File: config.mk
export PLATFORM = sky130hd
export DESIGN_NAME = smbus_board_control_status
export DESIGN_NICKNAME = d
export VERILOG_FILES = /design/src/hw/board_ctl_pkg.sv /design/src/hw/smbus_board_control_status.sv /design/src/hw/wd_timer.sv
export VERILOG_INCLUDE_DIRS = /design/src /design/src/hw
export SDC_FILE = /design/constraint.sdc
export NUM_CORES = 1
export LEC_CHECK = 0
export ABC_AREA = 1
export BUFFER_PORTS_ARGS = -buffer_cell sky130_fd_sc_hd__buf_2
export CORE_MARGIN = 4
export CORE_UTILIZATION = 38
export CTS_BUF_LIST = sky130_fd_sc_hd__clkbuf_8
export CTS_CLUSTER_DIAMETER = 200
export DETAILED_ROUTE_END_ITERATION = 10
export PLACE_DENSITY = 0.5
export REMOVE_ABC_BUFFERS = 1
export SLEW_MARGIN = 25
export SYNTH_ARGS = -nofsm -noshare
export SYNTH_HDL_FRONTEND = slang
export SYNTH_HIERARCHICAL = 1
export SYNTH_SLANG_ARGS = --single-unit
File: constraint.sdc
create_clock -name clk_sys -period 7.27 [get_ports clk_sys]
set_input_delay 0.3635 -clock clk_sys [delete_from_list [all_inputs] [get_ports clk_sys]]
set_output_delay 0.3635 -clock clk_sys [all_outputs]
set_load 0.01 [all_outputs]
File: src/hw/board_ctl_params.svh
// Purpose: Named constants of the board control target
// Assumes: 10 MHz system clock
// Notes: Definitions only
`ifndef BOARD_CTL_PARAMS_SVH
`define BOARD_CTL_PARAMS_SVH
// ==========================================
// Bus address and command codes
`define BUS_ADDR 7'h5C
`define CMD_CTRL_WR 8'hA0
`define CMD_CTRL_RD 8'hA1
`define CMD_ST0_CLR 8'hB0
`define CMD_ST0_RD 8'hB1
`define CMD_ST1_CLR 8'hB2
`define CMD_ST1_RD 8'hB3
`define CMD_REV_RD 8'hC1
`define BYTE_BITS 4'h8
// ==========================================
// Reset values
`define CTRL_RST 8'h00
`define REV_DEFAULT 8'h01
// ==========================================
// Timing, each in its own unit
`define CLK_HZ 64'h0098_9680
`define MS_PER_S 64'h3E8
`define US_PER_S 64'hF_4240
`define WD_T0_S 64'h2
`define WD_T1_S 64'hA
`define WD_T2_S 64'h32
`define WD_T3_S 64'hFA
`define BLINK_MS 64'h1F4
`define RST_HOLD_US 64'h64
`endif

File: src/hw/board_ctl_pkg.sv
// Purpose: Types of the board control target
// Assumes: Compiled before all design modules
// Notes: Field order follows the register bit order, MSB first
package board_ctl_pkg;
  // ==========================================
  // Register layouts
  typedef struct packed {
    logic green_led_on;
    logic handle_switch_disable;
    logic handle_switch_action_sel;
    logic wd_interval_sel_a;
    logic wd_interval_sel_b;
    logic wd_kick;
    logic red_led_blink;
    logic full_reset_request;
  } ctrl_t;
  typedef struct packed {
    logic fail_rail_a;
    logic fail_rail_b;
    logic fail_rail_c;
    logic fail_rail_sysagent;
    logic fail_rail_lan;
    logic fail_rail_d;
    logic fail_rail_gfx;
    logic fail_rail_core;
  } rail_stat_t;
  typedef struct packed {
    logic rsvd;
    logic wd_reset_cause;
    logic wd_half_elapsed;
    logic [4:0] fail;
  } cause_t;
  // ==========================================
  // Bus engine and state
  typedef enum logic [2:0] {
    BS_IDLE, BS_ADDR, BS_CMD, BS_WDATA, BS_ACK, BS_RDATA, BS_HACK
  } bus_st_t;
  typedef struct packed {
    logic scl;
    logic sda;
    logic sw;
    logic sys_b;
    logic [7:0] f0;
    logic [4:0] f1;
  } pins_t;
  typedef struct packed {
    logic armed;
    logic half;
    logic expire;
  } wd_stat_t;
  typedef struct packed {
    logic [31:0] cnt;
    wd_stat_t st;
  } wd_state_t;
  typedef struct packed {
    pins_t p1;
    pins_t p2;
    logic scl3;
    logic sda3;
    bus_st_t st;
    bus_st_t aft;
    logic [3:0] bitc;
    logic [7:0] sh;
    logic [7:0] cmd;
    logic [7:0] rsh;
    logic oe;
    ctrl_t ctrl;
    rail_stat_t st0;
    cause_t st1;
    logic [31:0] blink;
    logic blk;
    logic [9:0] hold;
    logic red;
    logic pwr;
    logic sysrst;
  } top_state_t;
endpackage

File: src/hw/smbus_board_control_status.sv
// What this block does
// Answer as one bus target, address 0x5C
// Host uses single-byte data transfers only
// Host avoids writing read-only, reading write-only
// Control written at A0, read A1, resets zero
// Bit 7 switches green LED on
// Bit 6 set ignores handle switch presses
// Bit 5 picks power event or reset
// Bits 4:3 pick 2/10/50/250 s interval
// Any bit 2 change restarts watchdog count
// Watchdog idle after reset, armed by kick
// Bit 1 makes red LED blink
// Bit 0 set forces full system reset
// Rail status bits flag regulator power failures
// Rail status survives system reset, software clears
// Writes to B0/B2 clear, read B1/B3
// Cause status bit 7 reads zero
// Cause bit 6 flags watchdog reset
// Cause bit 5 flags half interval used
// Cause bits sticky except half-time flag
// Cause bits 4:0 flag rail group failures
// Revision byte read at C1, not writable
// Watchdog expiry resets system, sets cause
// Control read returns last written value
//
// Purpose: Board control and status target on the management bus
// Assumes: SCL and SDA raw from pins, host never clock-stretched
// Notes: Status cleared by rst_b (power-up) and B0/B2 writes; system reset clears only the half-time flag
`include "board_ctl_params.svh"
module smbus_board_control_status
  import board_ctl_pkg::*;
#(
  parameter logic [31:0] WD_CYC0 = 32'(`WD_T0_S * `CLK_HZ),
  parameter logic [31:0] WD_CYC1 = 32'(`WD_T1_S * `CLK_HZ),
  parameter logic [31:0] WD_CYC2 = 32'(`WD_T2_S * `CLK_HZ),
  parameter logic [31:0] WD_CYC3 = 32'(`WD_T3_S * `CLK_HZ),
  parameter logic [31:0] BLINK_CYC = 32'(`BLINK_MS * `CLK_HZ / `MS_PER_S),
  // Arbitrary value
  parameter logic [7:0] REV = `REV_DEFAULT
) (
  input wire logic clk_sys,
  input wire logic rst_b,
  input wire logic scl_i,
  input wire logic sda_i,
  output logic sda_o,
  output logic sda_oe,
  input wire logic handle_sw,
  input wire logic sys_rst_in_b,
  input wire logic [7:0] rail_fail,
  input wire logic [4:0] group_fail,
  output logic green_led,
  output logic red_led,
  output logic power_event,
  output logic sys_reset_out
);
  localparam logic [9:0] HOLD_CYC = 10'(`RST_HOLD_US * `CLK_HZ / `US_PER_S);

  top_state_t s;
  top_state_t n;
  logic [1:0] rst_sync;
  logic rst_n;
  pins_t pins;
  wd_stat_t wd_st;
  logic scl_r;
  logic scl_f;
  logic start;
  logic stop;
  logic byte_done;
  logic wr_go;
  logic clr0;
  logic clr1;
  logic kick;
  logic sys_act;
  logic press;
  ctrl_t wdat;
  logic [7:0] rd_val;

  // ==========================================
  // Reset release
  always_ff @(posedge clk_sys or negedge rst_b) begin
    if (!rst_b) begin
      rst_sync <= 2'h0;
    end else begin
      rst_sync <= {rst_sync[0], 1'b1};
    end
  end
  assign rst_n = rst_sync[1];

  // ==========================================
  // Pin sampling and bus events
  assign pins = '{scl: scl_i, sda: sda_i, sw: handle_sw, sys_b: sys_rst_in_b,
                  f0: rail_fail, f1: group_fail};
  // Edges look at the second stage and its delayed copy only
  assign scl_r = s.p2.scl & ~s.scl3;
  assign scl_f = ~s.p2.scl & s.scl3;
  assign start = s.p2.scl & s.scl3 & s.sda3 & ~s.p2.sda;
  assign stop = s.p2.scl & s.scl3 & ~s.sda3 & s.p2.sda;
  assign byte_done = (s.bitc == `BYTE_BITS);
  assign wr_go = (s.st == BS_WDATA) && scl_f && byte_done && !start && !stop;
  assign wdat = ctrl_t'(s.sh);
  assign clr0 = wr_go && (s.cmd == `CMD_ST0_CLR);
  assign clr1 = wr_go && (s.cmd == `CMD_ST1_CLR);
  assign sys_act = ~s.p2.sys_b;
  assign kick = wr_go && (s.cmd == `CMD_CTRL_WR) &&
                (wdat.wd_kick != s.ctrl.wd_kick);
  assign press = s.p2.sw & ~s.ctrl.handle_switch_disable;

  // ==========================================
  // Read data
  always_comb begin
    case (s.cmd)
      `CMD_CTRL_RD: rd_val = s.ctrl;
      `CMD_ST0_RD: rd_val = s.st0;
      `CMD_ST1_RD: rd_val = s.st1;
      `CMD_REV_RD: rd_val = REV;
      default: rd_val = 8'h00;
    endcase
  end

  // ==========================================
  // Watchdog
  wd_timer #(
    .C0(WD_CYC0),
    .C1(WD_CYC1),
    .C2(WD_CYC2),
    .C3(WD_CYC3)
  ) u_wd (
    .clk_sys(clk_sys),
    .rst_n(rst_n),
    .disarm(sys_act),
    .kick(kick),
    .sel({s.ctrl.wd_interval_sel_b, s.ctrl.wd_interval_sel_a}),
    .stat(wd_st)
  );

  // ==========================================
  // Next state
  always_comb begin
    n = s;
    n.p1 = pins;
    n.p2 = s.p1;
    n.scl3 = s.p2.scl;
    n.sda3 = s.p2.sda;
    // A start anywhere restarts the frame, so repeated start works
    if (start) begin
      n.st = BS_ADDR;
      n.bitc = '0;
      n.oe = 1'b0;
    end else if (stop) begin
      n.st = BS_IDLE;
      n.oe = 1'b0;
    end else begin
      case (s.st)
        BS_IDLE: begin
          n.oe = 1'b0;
        end
        BS_ADDR, BS_CMD, BS_WDATA: begin
          if (scl_r) begin
            n.sh = {s.sh[6:0], s.p2.sda};
            n.bitc = s.bitc + 4'h1;
          end else if (scl_f && byte_done) begin
            n.oe = 1'b1;
            n.st = BS_ACK;
            n.aft = BS_IDLE;
            if (s.st == BS_ADDR) begin
              if (s.sh[7:1] != `BUS_ADDR) begin
                n.oe = 1'b0;
                n.st = BS_IDLE;
              end else if (s.sh[0]) begin
                n.aft = BS_RDATA;
                n.rsh = rd_val;
              end else begin
                n.aft = BS_CMD;
              end
            end else if (s.st == BS_CMD) begin
              n.cmd = s.sh;
              n.aft = BS_WDATA;
            end
          end
        end
        BS_ACK: begin
          if (scl_f) begin
            n.bitc = '0;
            n.st = s.aft;
            n.oe = 1'b0;
            if (s.aft == BS_RDATA) begin
              n.oe = ~s.rsh[7];
              n.rsh = {s.rsh[6:0], 1'b0};
              n.bitc = 4'h1;
            end
          end
        end
        BS_RDATA: begin
          if (scl_f) begin
            if (byte_done) begin
              n.oe = 1'b0;
              n.st = BS_HACK;
            end else begin
              n.oe = ~s.rsh[7];
              n.rsh = {s.rsh[6:0], 1'b0};
              n.bitc = s.bitc + 4'h1;
            end
          end
        end
        BS_HACK: begin
          if (scl_r) begin
            n.st = BS_IDLE;
          end
        end
        default: begin
          n.st = BS_IDLE;
          n.oe = 1'b0;
        end
      endcase
    end

    // Control register; writes to read-only codes fall through
    if (wr_go && s.cmd == `CMD_CTRL_WR) begin
      n.ctrl = wdat;
    end
    if (sys_act) begin
      n.ctrl = ctrl_t'(`CTRL_RST);
    end

    // Sticky status: set wins over a clear in the same cycle
    if (clr0) begin
      n.st0 = '0;
    end
    n.st0 = n.st0 | rail_stat_t'(s.p2.f0);
    if (clr1) begin
      n.st1.wd_reset_cause = 1'b0;
      n.st1.fail = '0;
    end
    n.st1.wd_reset_cause = n.st1.wd_reset_cause | wd_st.expire;
    n.st1.fail = n.st1.fail | s.p2.f1;
    n.st1.wd_half_elapsed = wd_st.half;
    n.st1.rsvd = 1'b0;

    // Stretch the watchdog reset so the board sees a real pulse
    if (wd_st.expire) begin
      n.hold = HOLD_CYC;
    end else if (s.hold != '0) begin
      n.hold = s.hold - 10'h1;
    end
    n.sysrst = s.ctrl.full_reset_request
             | (press & s.ctrl.handle_switch_action_sel)
             | wd_st.expire | (s.hold != '0);
    n.pwr = press & ~s.ctrl.handle_switch_action_sel;

    // Blink phase runs freely so the LED starts mid-phase
    if (s.blink >= BLINK_CYC - 32'h1) begin
      n.blink = '0;
      n.blk = ~s.blk;
    end else begin
      n.blink = s.blink + 32'h1;
    end
    n.red = s.ctrl.red_led_blink & s.blk;
  end

  always_ff @(posedge clk_sys or negedge rst_n) begin
    if (!rst_n) begin
      s <= '0;
    end else begin
      s <= n;
    end
  end

  // ==========================================
  // Outputs
  assign sda_o = 1'b0;
  assign sda_oe = s.oe;
  assign green_led = s.ctrl.green_led_on;
  assign red_led = s.red;
  assign power_event = s.pwr;
  assign sys_reset_out = s.sysrst;
endmodule // smbus_board_control_status

File: src/hw/wd_timer.sv
// Purpose: Watchdog interval counter with half-time flag
// Assumes: kick is a one-cycle pulse on every retrigger bit change
// Notes: Idle until the first kick; idle again after expiry
`include "board_ctl_params.svh"
module wd_timer
  import board_ctl_pkg::*;
#(
  parameter logic [31:0] C0 = 32'(`WD_T0_S * `CLK_HZ),
  parameter logic [31:0] C1 = 32'(`WD_T1_S * `CLK_HZ),
  parameter logic [31:0] C2 = 32'(`WD_T2_S * `CLK_HZ),
  parameter logic [31:0] C3 = 32'(`WD_T3_S * `CLK_HZ)
) (
  input wire logic clk_sys,
  input wire logic rst_n,
  input wire logic disarm,
  input wire logic kick,
  input wire logic [1:0] sel,
  output wd_stat_t stat
);
  wd_state_t s;
  wd_state_t n;
  logic [31:0] lim;

  // ==========================================
  // Interval select
  always_comb begin
    case (sel)
      2'h0: lim = C0;
      2'h1: lim = C1;
      2'h2: lim = C2;
      default: lim = C3;
    endcase
  end

  // ==========================================
  // Counter
  always_comb begin
    n = s;
    n.st.expire = 1'b0;
    if (disarm) begin
      n.st.armed = 1'b0;
      n.cnt = '0;
    end else if (kick) begin
      n.st.armed = 1'b1;
      n.cnt = '0;
    end else if (s.st.armed) begin
      // Compare with >= so a shortened interval still expires
      if (s.cnt >= lim - 32'h1) begin
        n.st.armed = 1'b0;
        n.cnt = '0;
        n.st.expire = 1'b1;
      end else begin
        n.cnt = s.cnt + 32'h1;
      end
    end
    n.st.half = n.st.armed && (n.cnt >= (lim >> 1));
  end

  always_ff @(posedge clk_sys or negedge rst_n) begin
    if (!rst_n) begin
      s <= '0;
    end else begin
      s <= n;
    end
  end

  assign stat = s.st;
endmodule // wd_timer

==> metrics list <==
- The flow ran to the end, and the final reports show no timing, DRC or antenna violations.
* TritonCTS buffer count: 17
* Final wirelength: 21.3 mm
- STA puts the critical path data required time at 7670 ps.
- The number of hold-slack violations in the final timing report was 0.
- The H-tree was split into 4 levels.
- In this run the horizontal extent of the chip is 166 um.
- The longest clock path from root to sink contains 2 buffers.
* Cells after synthesis: 1161
- In the final timing run, aggregate negative setup slack is 0 ps.
- Subtracting the final worst setup slack from the clock period gives 4650 ps.
* Number of clock sinks seen by CTS: 177
* Post-route clock skew: 20.9 ps
- Worst slew margin: 0.385
- Top fanout value on the critical path: 23
- Depth of the worst register-to-register path: 21
- Fraction of final layout cells with drive strength greater than 1: 0.101
* Yosys warnings: 6
* Tot GR Track Use: 0.166
* Clock transition at the registers of the reported paths: 110 ps
- The routed layout has 7367 vias.
* Maximum frequency from static timing analysis: 215 MHz
- Post-layout power: 1.86 mW
- Die area: 27400 um2
- Pins over their slew limit: 0
* Type of destination of the critical path: flop
- Initial standard-cell utilization of the core: 0.386
* Final nets: 1283
* Diodes inserted: 0
- Summed over all nets, wire length on met2 after detailed routing comes to 9.37 mm.
* Clock tree from TritonCTS: yes
- Unrepaired setup endpoints after global routing: false
- # Max-Cap Violations: 0
- The die is 166 um tall.
* Hold/Removal Path Class: in -> async
- Netlist area before placement: 9430 um2
- Worst Path Arrival: 5050 ps
* First-pass GRT wire length: 36.3 mm
* Kind of start point of the critical path: flop
* Power per Cell Area: 176 nW/um2
- Pin count of the biggest net entering global routing: 73
* Mean instance size in the synthesized netlist: 8.12 um2
- Pleak: 5.24 nW
- Core footprint: 24400 um2
* Minimum setup slack among reg-to-reg paths: 2620 ps
* Detailed route wirelength on metal3: 509 um
* Number of buffers inserted by port buffering: 23
- Count of final setup violators: 0
- Post-CTS Resized: 0
- The clock reaches the later pin of the worst-skew pair after 480 ps.
* Core Rows: 57
- 25 I/O pins were placed.
* DRC viols: 0
- Global routing finished with a remaining overflow of 0.
- Wire length the detailed router placed on met1: 11.1 mm
- The initial antenna violation count is 0.
- In the final routed layout, each cell accounts on average for 13.7 um.
- Antenna Violating Nets Remaining: 0
* Kind of critical path: reg -> reg
- In this run the clock root is driven by a clkbuf_8.
* Part of the cycle the worst path needs: 0.640
- Using the TritonRoute via totals, the vias-per-cell ratio works out to 4.73.
- IR analysis of the VDD net gives a maximum drop of 0.130 mV.
* Number of design-rule violations left by the first detailed-router iteration: 383
- Pin slew with the least headroom to its limit: 920 ps
- Relative to the synthesized area, the layout overhead comes to 12.2%.
- DR top layer: met4
* Final weighted congestion in routability-driven placement: 0.856
- Number of global-route vias before repair: 7079
* Initial DRT Pass Iterations: 5
* Hpwl dp: 15.8 mm
[worst max-delay path, stage by stage (launching register included)]
cell and delay [ps]:
dfrtp_1 490, inv_1 140, ha_1 310, o21ai_0 470
ha_1 350, a21oi_1 150, o21a_1 120, nand2_1 50
nand2_1 50, nand3_1 90, nand2_2 200, nand2_1 580
nor3_1 440, ha_1 230, a21oi_1 60, o21ai_0 140
nand2_1 70, a21boi_0 170, o21ai_1 80, nor3_1 200
nor2_1 70, a21oi_1 110
[registers in the layout, indices dropped and copies added (netlist names), 2 cells and up]
name       flops
s            108
u_wd/s        32
n             19
wdat           8
u_wd/stat      3
rst_sync       2
[repair_timing]
item                                    in CTS  in global routing
hold endpoints to repair                    19                  0
setup buffers                                0                  0
endpoints found under the setup margin       0                  0
hold buffers                                18                  0
[placed cells by master, fill, tap and decap left out, types with 3 or more instances in the layout]
| cell | instances |
|---|---|
| nand2_2 | 9 |
| nand4_1 | 20 |
| nor3_2 | 3 |
| inv_12 | 6 |
| xnor2_1 | 11 |
| clkinv_8 | 6 |
| nand3_2 | 7 |
| conb_1 | 11 |
| o21ai_1 | 3 |
| dfrtp_1 | 176 |
| a21oi_1 | 32 |
| inv_1 | 131 |
| dlygate4sd3_1 | 18 |
| nor2_1 | 155 |
| ha_1 | 44 |
| nor2_4 | 7 |
| xor2_1 | 25 |
| o21bai_1 | 16 |
| buf_4 | 3 |
| buf_2 | 23 |
| o21ai_0 | 44 |
| clkbuf_8 | 17 |
| nor4_1 | 3 |
| inv_2 | 8 |
| nand2_1 | 293 |
| nor3_1 | 25 |
| nor2_2 | 17 |
| nand3_1 | 89 |
| nand2_4 | 3 |
[power breakdown]
part           switching (mW)  total (mW)  leakage (nW)  internal, mW
combinational          0.0620      0.0924          2.73        0.0304
clock                   0.461       0.745         0.222         0.284
sequential             0.0164        1.02          2.29          1.01
total                   0.540        1.86          5.24          1.32
[through the flow]
step	setup WS [ps]	utilization	hold slack (ps)	cell area, um2	std cells
after floorplan	1970	-	67.9	9370	1156
after global placement	2740	0.407	152	9920	1506
after detailed placement	2650	0.407	155	9920	1506
after CTS	2610	0.433	174	10600	1556
after global routing	2020	0.434	196	10600	1557
final	2620	0.434	211	10600	1557
[layout make-up]
cell class	instances	area, um2
flip-flops and latches	177	4430
repair buffers	45	338
clock buffers	17	234
well taps	324	405
inverters	140	526
clock inverters	15	224
multi-input cells	839	4420
fillers	2514	13800
[routing by layer]
layer  track usage  vias up
li1              -     3821
met1         0.245     3426
met2         0.251       94
met3        0.0266       26
met4        0.0487        0
met5             0        -
[final timing paths]
kind | from | to
setup / recovery | s[66]$_DFFE_PN0P_ | u_wd/stat[1]$_DFF_PN0_
hold / removal | rst_b | rst_sync[1]$_DFF_PN0_
setup reg to reg | s[66]$_DFFE_PN0P_ | u_wd/stat[1]$_DFF_PN0_
hold reg to reg | rst_sync[1]$_DFF_PN0_ | n[110]$_DFF_PN0_
max in group asynchronous | rst_sync[1]$_DFF_PN0_ | s[77]$_DFFE_PN0P_
min in group clk_sys | n[121]$_DFF_PN0_ | s[121]$_DFF_PN0_
(Power assumes the default switching activity.)
